==> config.mk <==
export PLATFORM = sky130hd
export DESIGN_NAME = osic_irq_ctrl
export DESIGN_NICKNAME = d
export VERILOG_FILES = /design/src/verilog/osic_pkg.sv /design/src/verilog/osic_irq_ctrl.sv
export SDC_FILE = /design/constraint.sdc
export NUM_CORES = 1
export LEC_CHECK = 0
export BUFFER_PORTS_ARGS = -buffer_cell sky130_fd_sc_hd__buf_4
export CORE_MARGIN = 2
export CORE_UTILIZATION = 35
export CTS_CLUSTER_SIZE = 12
export DETAILED_ROUTE_END_ITERATION = 8
export HOLD_SLACK_MARGIN = 0.05
export PLACE_DENSITY = 0.54
export SLEW_MARGIN = 20
export SYNTH_ARGS = -nofsm -noshare
export SYNTH_HDL_FRONTEND = slang
export SYNTH_SLANG_ARGS = --single-unit
==> constraint.sdc <==
create_clock -name ref_clk -period 7.7 [get_ports ref_clk]
set_clock_uncertainty 0.1 [all_clocks]
set_input_delay 1.925 -clock ref_clk [delete_from_list [all_inputs] [get_ports ref_clk]]
set_output_delay 1.925 -clock ref_clk [all_outputs]
set_load 0.02 [all_outputs]
==> src/verilog/osic_pkg.sv <==
/*
  Constants for the optical sensor interrupt and measurement configuration block:
  register offsets, field positions, reset values and timing counts.
  Assumes the serial register decoder presents byte-wide register accesses.
*/
// What this block does
// - Change mode fires on step of 8..1024 counts.
// - Two-bit field picks compared light channel.
// - Mode bit: threshold window or change compare.
// - Light events reach pin only when enabled.
// - Almost-full reaches pin only when enabled.
// - Pulse data events reach pin when enabled.
// - Normal mode: pin held until status read.
// - Level mode: pin follows proximity, others suppressed.
// - Proximity events reach pin only when enabled.
// - Light needs N+1 consecutive out-of-range results.
// - Proximity needs N+1 consecutive out-of-range results.
// - Gain field selects 1, 1.5, 2 or 4.
// - Power save on gaps of 50 us.
// - Order bit 0: infrared first, red second.
// - Order bit 1: red first, infrared second.
// - Proximity above upper threshold is an event.
// - Proximity below lower threshold is an event.
// - Light below lower threshold is an event.
package osic_pkg;
  localparam logic [7:0] OFS_LIGHT_CHANGE_STEP = 8'h2A;
  localparam logic [7:0] OFS_LIGHT_IRQ_CONFIG = 8'h2B;
  localparam logic [7:0] OFS_PROX_PULSE_IRQ_CONFIG = 8'h2C;
  localparam logic [7:0] OFS_IRQ_PERSISTENCE = 8'h2D;
  localparam logic [7:0] OFS_FRONT_END_GAIN = 8'h2E;
  localparam logic [7:0] OFS_PULSE_PROX_CONFIG = 8'h2F;
  localparam logic [7:0] RST_LIGHT_CHANGE_STEP = 8'h00;
  localparam logic [7:0] RST_LIGHT_IRQ_CONFIG = 8'h10;
  localparam logic [7:0] RST_PROX_PULSE_IRQ_CONFIG = 8'h00;
  localparam logic [7:0] RST_IRQ_PERSISTENCE = 8'h00;
  localparam logic [7:0] RST_FRONT_END_GAIN = 8'h09;
  localparam logic [7:0] RST_PULSE_PROX_CONFIG = 8'h40;
  localparam logic [7:0] RD_UNMAPPED = 8'h00;
  // Field positions.
  localparam int STEP_LSB = 0;
  localparam int CHAN_LSB = 4;
  localparam int CHANGE_MODE_BIT = 1;
  localparam int LIGHT_EN_BIT = 0;
  localparam int AFULL_EN_BIT = 5;
  localparam int PULSE_EN_BIT = 4;
  localparam int LEVEL_MODE_BIT = 1;
  localparam int PROX_EN_BIT = 0;
  localparam int LIGHT_PST_LSB = 4;
  localparam int PROX_PST_LSB = 0;
  localparam int GAIN_LSB = 4;
  localparam int POWERSAVE_BIT = 6;
  localparam int SWAP_BIT = 3;
  // Fixed ones of the gain register read back as laid out.
  localparam logic [7:0] GAIN_FIXED_ONES = 8'h09;
  localparam logic [1:0] CHAN_CLEAR = 2'h0;
  localparam logic [1:0] CHAN_GREEN = 2'h1;
  localparam logic [1:0] CHAN_RED = 2'h2;
  localparam logic [1:0] CHAN_BLUE = 2'h3;
  localparam int STEP_BASE_LOG2 = 3;
  // Gain in half steps: 1, 1.5, 2, 4 times.
  localparam logic [3:0] GAIN_X1_HALF = 4'h2;
  localparam logic [3:0] GAIN_X15_HALF = 4'h3;
  localparam logic [3:0] GAIN_X2_HALF = 4'h4;
  localparam logic [3:0] GAIN_X4_HALF = 4'h8;
  localparam int CLK_PERIOD_NS = 40;
  localparam int POWERSAVE_MIN_GAP_NS = 50000;
  localparam int POWERSAVE_MIN_GAP_CYC = (POWERSAVE_MIN_GAP_NS + CLK_PERIOD_NS - 1) / CLK_PERIOD_NS;
endpackage : osic_pkg

==> src/verilog/osic_irq_ctrl.sv <==
/*
  Interrupt and measurement configuration block of the optical sensor: six
  configuration registers, light and proximity event detection with persistence,
  interrupt pin control, gain decode, pulse power save and emitter ordering.
  Assumes threshold storage, result paths and the status register live outside,
  and that register accesses arrive from the serial decoder as one-cycle strobes.
*/
`timescale 1ns/1ns
module osic_irq_ctrl
  import osic_pkg::*;
#(
  parameter int LIGHT_W = 20,
  parameter int PROX_W = 16,
  parameter int GAP_W = 16
)
(
  // Clock and reset.
  input wire logic ref_clk,
  input wire logic reset_n,
  // Register access from the serial decoder.
  input wire logic [7:0] reg_addr,
  input wire logic [7:0] reg_wdata,
  input wire logic reg_wr,
  input wire logic reg_rd,
  output logic [7:0] reg_rdata,
  input wire logic status_read,
  // Light results and thresholds.
  input wire logic light_valid,
  input wire logic [LIGHT_W-1:0] light_result_clear,
  input wire logic [LIGHT_W-1:0] light_result_green,
  input wire logic [LIGHT_W-1:0] light_result_red,
  input wire logic [LIGHT_W-1:0] light_result_blue,
  input wire logic [LIGHT_W-1:0] light_thr_up,
  input wire logic [LIGHT_W-1:0] light_thr_low,
  // Proximity results and thresholds.
  input wire logic prox_valid,
  input wire logic [PROX_W-1:0] proximity_result,
  input wire logic [PROX_W-1:0] prox_thr_up,
  input wire logic [PROX_W-1:0] prox_thr_low,
  // Pulse measurement events and timing.
  input wire logic pulse_data_event,
  input wire logic fifo_almost_full,
  input wire logic pulse_meas_active,
  input wire logic [GAP_W-1:0] pulse_idle_gap_cycles,
  input wire logic emitter_fire,
  input wire logic pulse_dual_emitter_mode,
  input wire logic pulse_second_sample,
  // Outputs to the pin and the analog side.
  output logic irq_n,
  output logic light_irq_pending,
  output logic prox_irq_pending,
  output logic afull_irq_pending,
  output logic pulse_irq_pending,
  output logic [1:0] optical_front_gain_sel,
  output logic [3:0] front_gain_half_steps,
  output logic pulse_idle_powerdown,
  output logic infrared_emitter_pin,
  output logic red_emitter_pin
);

  function automatic logic out_of_range(input logic [LIGHT_W-1:0] v,
                                        input logic [LIGHT_W-1:0] up,
                                        input logic [LIGHT_W-1:0] low);
    out_of_range = (v > up) || (v < low);
  endfunction : out_of_range

  // Saturating persistence count; falls to zero on any in-range result.
  // A limit lowered below a running count clamps at the next out-of-range result, so the count never wraps.
  function automatic logic [3:0] pst_next(input logic [3:0] cnt, input logic [3:0] lim,
                                          input logic hit);
    if (!hit)
      pst_next = 4'h0;
    else if (cnt >= lim)
      pst_next = lim;
    else
      pst_next = cnt + 4'h1;
  endfunction : pst_next

  logic [2:0] step_sel_reg, step_sel_next;
  logic [1:0] chan_sel_reg, chan_sel_next;
  logic change_mode_reg, change_mode_next;
  logic light_en_reg, light_en_next;
  logic afull_en_reg, afull_en_next;
  logic pulse_en_reg, pulse_en_next;
  logic level_mode_reg, level_mode_next;
  logic prox_en_reg, prox_en_next;
  logic [3:0] light_pst_reg, light_pst_next;
  logic [3:0] prox_pst_reg, prox_pst_next;
  logic [1:0] gain_reg, gain_next;
  logic powersave_reg, powersave_next;
  logic swap_reg, swap_next;
  logic [7:0] rdata_next;

  // Configuration registers; only defined fields are stored.
  always_comb
  begin
    step_sel_next = step_sel_reg;
    chan_sel_next = chan_sel_reg;
    change_mode_next = change_mode_reg;
    light_en_next = light_en_reg;
    afull_en_next = afull_en_reg;
    pulse_en_next = pulse_en_reg;
    level_mode_next = level_mode_reg;
    prox_en_next = prox_en_reg;
    light_pst_next = light_pst_reg;
    prox_pst_next = prox_pst_reg;
    gain_next = gain_reg;
    powersave_next = powersave_reg;
    swap_next = swap_reg;
    if (reg_wr)
    begin
      case (reg_addr)
        OFS_LIGHT_CHANGE_STEP: step_sel_next = reg_wdata[STEP_LSB +: 3];
        OFS_LIGHT_IRQ_CONFIG:
        begin
          chan_sel_next = reg_wdata[CHAN_LSB +: 2];
          change_mode_next = reg_wdata[CHANGE_MODE_BIT];
          light_en_next = reg_wdata[LIGHT_EN_BIT];
        end
        OFS_PROX_PULSE_IRQ_CONFIG:
        begin
          afull_en_next = reg_wdata[AFULL_EN_BIT];
          pulse_en_next = reg_wdata[PULSE_EN_BIT];
          level_mode_next = reg_wdata[LEVEL_MODE_BIT];
          prox_en_next = reg_wdata[PROX_EN_BIT];
        end
        OFS_IRQ_PERSISTENCE:
        begin
          light_pst_next = reg_wdata[LIGHT_PST_LSB +: 4];
          prox_pst_next = reg_wdata[PROX_PST_LSB +: 4];
        end
        OFS_FRONT_END_GAIN: gain_next = reg_wdata[GAIN_LSB +: 2];
        OFS_PULSE_PROX_CONFIG:
        begin
          powersave_next = reg_wdata[POWERSAVE_BIT];
          swap_next = reg_wdata[SWAP_BIT];
        end
        default: ;
      endcase
    end
    rdata_next = reg_rdata;
    if (reg_rd)
    begin
      rdata_next = RD_UNMAPPED;
      case (reg_addr)
        OFS_LIGHT_CHANGE_STEP: rdata_next[STEP_LSB +: 3] = step_sel_reg;
        OFS_LIGHT_IRQ_CONFIG:
        begin
          rdata_next[CHAN_LSB +: 2] = chan_sel_reg;
          rdata_next[CHANGE_MODE_BIT] = change_mode_reg;
          rdata_next[LIGHT_EN_BIT] = light_en_reg;
        end
        OFS_PROX_PULSE_IRQ_CONFIG:
        begin
          rdata_next[AFULL_EN_BIT] = afull_en_reg;
          rdata_next[PULSE_EN_BIT] = pulse_en_reg;
          rdata_next[LEVEL_MODE_BIT] = level_mode_reg;
          rdata_next[PROX_EN_BIT] = prox_en_reg;
        end
        OFS_IRQ_PERSISTENCE: rdata_next = {light_pst_reg, prox_pst_reg};
        OFS_FRONT_END_GAIN:
        begin
          rdata_next = GAIN_FIXED_ONES;
          rdata_next[GAIN_LSB +: 2] = gain_reg;
        end
        OFS_PULSE_PROX_CONFIG:
        begin
          rdata_next[POWERSAVE_BIT] = powersave_reg;
          rdata_next[SWAP_BIT] = swap_reg;
        end
        default: ;
      endcase
    end
  end

  always_ff @(posedge ref_clk or negedge reset_n)
  begin
    if (!reset_n)
    begin
      step_sel_reg <= RST_LIGHT_CHANGE_STEP[STEP_LSB +: 3];
      chan_sel_reg <= RST_LIGHT_IRQ_CONFIG[CHAN_LSB +: 2];
      change_mode_reg <= RST_LIGHT_IRQ_CONFIG[CHANGE_MODE_BIT];
      light_en_reg <= RST_LIGHT_IRQ_CONFIG[LIGHT_EN_BIT];
      afull_en_reg <= RST_PROX_PULSE_IRQ_CONFIG[AFULL_EN_BIT];
      pulse_en_reg <= RST_PROX_PULSE_IRQ_CONFIG[PULSE_EN_BIT];
      level_mode_reg <= RST_PROX_PULSE_IRQ_CONFIG[LEVEL_MODE_BIT];
      prox_en_reg <= RST_PROX_PULSE_IRQ_CONFIG[PROX_EN_BIT];
      light_pst_reg <= RST_IRQ_PERSISTENCE[LIGHT_PST_LSB +: 4];
      prox_pst_reg <= RST_IRQ_PERSISTENCE[PROX_PST_LSB +: 4];
      gain_reg <= RST_FRONT_END_GAIN[GAIN_LSB +: 2];
      powersave_reg <= RST_PULSE_PROX_CONFIG[POWERSAVE_BIT];
      swap_reg <= RST_PULSE_PROX_CONFIG[SWAP_BIT];
      reg_rdata <= RD_UNMAPPED;
    end
    else
    begin
      step_sel_reg <= step_sel_next;
      chan_sel_reg <= chan_sel_next;
      change_mode_reg <= change_mode_next;
      light_en_reg <= light_en_next;
      afull_en_reg <= afull_en_next;
      pulse_en_reg <= pulse_en_next;
      level_mode_reg <= level_mode_next;
      prox_en_reg <= prox_en_next;
      light_pst_reg <= light_pst_next;
      prox_pst_reg <= prox_pst_next;
      gain_reg <= gain_next;
      powersave_reg <= powersave_next;
      swap_reg <= swap_next;
      reg_rdata <= rdata_next;
    end
  end

  // Event detection, persistence and pin state.
  logic [LIGHT_W-1:0] light_sel, light_prev_reg, light_prev_next, light_diff, light_step;
  logic light_prev_ok_reg, light_prev_ok_next;
  logic light_hit, prox_hit, light_event, prox_event;
  logic [3:0] light_cnt_reg, light_cnt_next, prox_cnt_reg, prox_cnt_next;
  logic light_pend_next, prox_pend_next, afull_pend_next, pulse_pend_next;
  logic afull_prev_reg, prox_level_reg, prox_level_next, irq_n_next;
  logic [LIGHT_W-1:0] prox_ext, prox_up_ext, prox_low_ext;

  always_comb
  begin
    case (chan_sel_reg)
      CHAN_CLEAR: light_sel = light_result_clear;
      CHAN_GREEN: light_sel = light_result_green;
      CHAN_RED: light_sel = light_result_red;
      CHAN_BLUE: light_sel = light_result_blue;
      default: light_sel = light_result_green;
    endcase
    light_step = LIGHT_W'(1) << (STEP_LSB + STEP_BASE_LOG2 + int'(step_sel_reg));
    light_diff = (light_sel >= light_prev_reg) ? light_sel - light_prev_reg
                                               : light_prev_reg - light_sel;
    // The first result after reset has nothing to compare against.
    if (change_mode_reg)
      light_hit = light_prev_ok_reg && (light_diff >= light_step);
    else
      light_hit = out_of_range(light_sel, light_thr_up, light_thr_low);
    prox_ext = LIGHT_W'(proximity_result);
    prox_up_ext = LIGHT_W'(prox_thr_up);
    prox_low_ext = LIGHT_W'(prox_thr_low);
    prox_hit = out_of_range(prox_ext, prox_up_ext, prox_low_ext);
    light_event = light_valid && light_hit && (light_cnt_reg >= light_pst_reg);
    prox_event = prox_valid && prox_hit && (prox_cnt_reg >= prox_pst_reg);
    light_cnt_next = light_valid ? pst_next(light_cnt_reg, light_pst_reg, light_hit)
                                 : light_cnt_reg;
    prox_cnt_next = prox_valid ? pst_next(prox_cnt_reg, prox_pst_reg, prox_hit)
                               : prox_cnt_reg;
    light_prev_next = light_valid ? light_sel : light_prev_reg;
    light_prev_ok_next = light_prev_ok_reg || light_valid;
    // A new event in the cycle of the status read wins over the clear.
    light_pend_next = (light_event && light_en_reg) || (light_irq_pending && !status_read);
    prox_pend_next = (prox_event && prox_en_reg) || (prox_irq_pending && !status_read);
    afull_pend_next = (fifo_almost_full && !afull_prev_reg && afull_en_reg)
                      || (afull_irq_pending && !status_read);
    pulse_pend_next = (pulse_data_event && pulse_en_reg)
                      || (pulse_irq_pending && !status_read);
    // Level mode tracks near above upper, far below lower, holds in between.
    prox_level_next = prox_level_reg;
    if (prox_valid && proximity_result > prox_thr_up)
      prox_level_next = 1'b1;
    else if (prox_valid && proximity_result < prox_thr_low)
      prox_level_next = 1'b0;
    if (level_mode_reg)
      irq_n_next = !(prox_level_reg && prox_en_reg);
    else
      irq_n_next = !(light_irq_pending || prox_irq_pending || afull_irq_pending
                     || pulse_irq_pending);
  end

  always_ff @(posedge ref_clk or negedge reset_n)
  begin
    if (!reset_n)
    begin
      light_prev_reg <= '0;
      light_prev_ok_reg <= 1'b0;
      light_cnt_reg <= 4'h0;
      prox_cnt_reg <= 4'h0;
      light_irq_pending <= 1'b0;
      prox_irq_pending <= 1'b0;
      afull_irq_pending <= 1'b0;
      pulse_irq_pending <= 1'b0;
      afull_prev_reg <= 1'b0;
      prox_level_reg <= 1'b0;
      irq_n <= 1'b1;
    end
    else
    begin
      light_prev_reg <= light_prev_next;
      light_prev_ok_reg <= light_prev_ok_next;
      light_cnt_reg <= light_cnt_next;
      prox_cnt_reg <= prox_cnt_next;
      light_irq_pending <= light_pend_next;
      prox_irq_pending <= prox_pend_next;
      afull_irq_pending <= afull_pend_next;
      pulse_irq_pending <= pulse_pend_next;
      afull_prev_reg <= fifo_almost_full;
      prox_level_reg <= prox_level_next;
      irq_n <= irq_n_next;
    end
  end

  // Analog side controls.
  logic [3:0] gain_half_next;
  logic powerdown_next, first_slot, ir_next, red_next;

  always_comb
  begin
    case (gain_reg)
      2'h0: gain_half_next = GAIN_X1_HALF;
      2'h1: gain_half_next = GAIN_X15_HALF;
      2'h2: gain_half_next = GAIN_X2_HALF;
      2'h3: gain_half_next = GAIN_X4_HALF;
      default: gain_half_next = GAIN_X1_HALF;
    endcase
    // Short gaps keep the front end up; waking it costs more than it saves.
    powerdown_next = powersave_reg && !pulse_meas_active
                     && (32'(pulse_idle_gap_cycles) >= POWERSAVE_MIN_GAP_CYC);
    first_slot = !(pulse_dual_emitter_mode && pulse_second_sample);
    ir_next = emitter_fire && (first_slot ^ swap_reg);
    red_next = emitter_fire && !(first_slot ^ swap_reg);
  end

  always_ff @(posedge ref_clk or negedge reset_n)
  begin
    if (!reset_n)
    begin
      optical_front_gain_sel <= 2'h0;
      front_gain_half_steps <= GAIN_X1_HALF;
      pulse_idle_powerdown <= 1'b0;
      infrared_emitter_pin <= 1'b0;
      red_emitter_pin <= 1'b0;
    end
    else
    begin
      optical_front_gain_sel <= gain_reg;
      front_gain_half_steps <= gain_half_next;
      pulse_idle_powerdown <= powerdown_next;
      infrared_emitter_pin <= ir_next;
      red_emitter_pin <= red_next;
    end
  end
endmodule : osic_irq_ctrl

==> flow_summary_export.csv <==
group,metric,value,unit
timing,period_share,0.911,
synthesis,yosysTopAreaCell,"dfrtp_1",
timing,whs,375,ps
placed_design,gp_congestion,0.842,
timing,fin_tns_setup,0,ps
critical_path,reg2reg_depth,20,
global_route,grt_max_degree,77,
timing,max_freq,143,MHz
critical_path,reg2reg_setup_slack,1290,ps
clock_tree,cts_made_buffers,9,
layout,antenna_cells,0,
die,die_area,0.0249,mm2
die,boundaryPins,235,
routing,drtIter0Drc,452,
global_route,grt_pass1_vias,7566,
timing,period_needed,7010,ps
outcome,status,"completed",
routing,ant_nets,0,
timing,finalSetupViolCount,0,
layout,fillers,2300,
routing,vias,7649,
timing,rsz0062_at_grt,"no",
layout,drive_gt1_frac,0.274,
pwr,finalPower,0.00167,W
synthesis,synth_edf_count,0,
min_path,hold_path_class,"reg2reg",
layout,largest_reg_flops,20,
clock_tree,cts_tree,"built",
critical_path,cp.required,7800,ps
global_route,grt_pass1_wl,39500,um
synthesis,syn_nets,1314,
die,die_x,158,um
critical_path,crit_type,"in2reg",
pwr,p_per_area,157,mW/mm2
clock_tree,insertion_delay,340,ps
die,coreArea,0.0233,mm2
pwr,p_leak,5.31,nW
routing,drc_errors,0,
routing,routedWlPerCell,16.2,um
synthesis,yosys_warnings,0,
synthesis,synth_top_area_share,0.218,
critical_path,critPathArrivalTime,7120,ps
global_route,grt_remaining_overflow,0,
critical_path,startpoint,"light_result_clear[15]",
critical_path,timing.rr.start,"chan_sel_reg[1]",
critical_path,reg2reg_to,"light_cnt_reg[2]",
timing,slew_violations,0,
critical_path,critPathMaxFanout,10,
die,fp.dieH,158,um
placed_design,placed_area,0.0103,mm2
layout,synthToLayoutAreaGrowth,28.6,%
layout,finalNetCount,1531,
clock_tree,post-cts-setup-buffers,0,
pwr,ir_drop,112,uV
critical_path,endpoint,"light_cnt_reg[2]",
layout,final_cells,1502,
synthesis,ys.flop_type,"dfrtp_1",
clock_tree,ctsHoldBuffers,0,
synthesis,synth.distinct_cells,72,
placed_design,placed_cells,1486,
timing,maxSlewHeadroom,0.427,
job,cap_violations,0,
placed_design,hpwl,20300,um
timing,worstMarginPinSlew,860,ps
critical_path,crit_path_end_kind,"flip-flop",
global_route,antenna_found_initial,0,
placed_design,port_buffers,233,
routing,drt_pass1_iterations,5,
clock_tree,cts.sinks,76,
timing,hold_viol_final,0,
routing,drt_wl_total,24300,um
clock_tree,htree_num_levels,3,
clock_tree,cts-resized-gates,0,
synthesis,syn_inst,961,
synthesis,synth_seq_cells,76,
layout,design_area,0.0106,mm2
synthesis,ys_seq_area_frac,0.231,
synthesis,async_flop_share,1.00,
global_route,grt_use_total,0.202,
die,initial_core_util,0.354,
clock_tree,clk_pin_slew_worst_paths,60,ps
routing,via_per_inst,5.09,
die,row_count,56,
clock_tree,max-clock-path-buffers,2,
synthesis,synth.area.top_cells,"dfrtp_1 22%, ha_1 21%, inv_1 6.6%",
critical_path,crit_path_start_kind,"primary input",
clock_tree,cts_root_buffer,"clkbuf_16",
synthesis,syn_avg_cell_area,8.61,um2
synthesis,synth.cell_area,0.00827,mm2
[through the flow]
step	worst slack (ps)	util
after floorplan	1360	-
final	685	0.456
after global routing	385	0.456
after detailed placement	416	0.441
after global placement	488	0.441
after CTS	769	0.456
[critical path, stage by stage]
cell	delay (ps)
buf_4	120
mux4_2	560
ha_1	540
nand2_2	160
or3_4	420
o21bai_1	170
and4_4	210
a21oi_4	320
mux2i_1	190
o32ai_2	310
xor2_1	250
ha_1	290
a21o_1	190
a21o_1	170
a21oi_1	150
nand3_1	190
nor3_1	340
a41oi_2	200
a21boi_2	280
o22ai_1	130
[cell families (layout without fill, tap and decap cells)]
logic type,Yosys count,in the layout,share of synthesized area
AOI/OAI and AO/OA,264,264,0.207
muxes,52,52,0.0967
and+or+nand+nor,223,223,0.138
buffers and inverters,182,404,0.0894
DFF,76,76,0.231
adders and majority gates,140,140,0.214
xor gates and xnor gates,24,24,0.0254
[final cells by class]
type                       instances  area, um2  share of cell area
sequential                        76       1910               0.179
clock buffer                      10        239              0.0225
tap                              319        399              0.0375
multi-input combinational        703       5620               0.529
timing repair buffer             243       1830               0.172
clock inverter                     6       96.3             0.00906
inverter                         145        544              0.0512
[cell usage after synthesis (all sizes together) (4+ instances only)]
master and instances:
mux2i 9, nor2 36, nand3 22, nand4 24, a21o 31, dfrtp 72
a41oi 4, mux4 20, ha 138, nor3 14, and2 5, a31oi 5
clkbuf 18, nand2 69, or3 6, dfstp 4, o21a 10, a21oi 64
xnor2 12, o22ai 16, o21ai 69, mux2 23, o31ai 4, nor2b 18
buf 19, xor2 12, nand2b 10, a211oi 13, a22oi 6, o211ai 12
o21bai 7, or2 4, inv 145
[metal layers]
metal / share of wire / global-route usage / routed length, um
met1: 0.49 / 0.286 / 11900
met4: 0.0099 / 0.0377 / 240
met2: 0.45 / 0.321 / 11000
met3: 0.048 / 0.0400 / 1170
met5: 0 / 0 / 0
[layout by cell type (no fill, tap or decap), types with 12 or more instances in the layout]
cell      synthesis  layout
a21oi_1          63      63
o211ai_1         12      12
mux4_2           20      20
o21ai_0          66      66
xor2_1           12      12
nand4_1          23      23
nand2_1          68      68
inv_1           145     145
nor2_1           36      36
xnor2_1          12      12
buf_4             3     242
o22ai_1          16      16
nand3_1          22      22
dfrtp_1          72      72
ha_1            138     138
nor2b_1          18      18
mux2_2           23      23
nor3_1           13      13
a211oi_1         13      13
a21o_1           31      31
[power by group]
part | internal (W) | switching, W | total (W)
registers | 0.000431 | 0.0000321 | 0.000463
logic | 0.000336 | 0.000396 | 0.000731
clock network | 0.000296 | 0.000177 | 0.000473
total | 0.00106 | 0.000605 | 0.00167
[worst min-delay path by stage]
| stage | from | cells past startpoint | endpoint | slack (ps) |
|---|---|---|---|---|
| floorplan | prox_level_reg | 1 | irq_n | 310 |
| detailed placement | light_prev_ok_reg | 1 | light_prev_ok_reg | 360 |
| finish | light_prev_ok_reg | 1 | light_prev_ok_reg | 370 |
| global route | prox_level_reg | 1 | irq_n | 380 |
| CTS | light_prev_ok_reg | 1 | light_prev_ok_reg | 380 |
| global placement | light_prev_ok_reg | 1 | light_prev_ok_reg | 360 |
(Power assumes the default switching activity.)
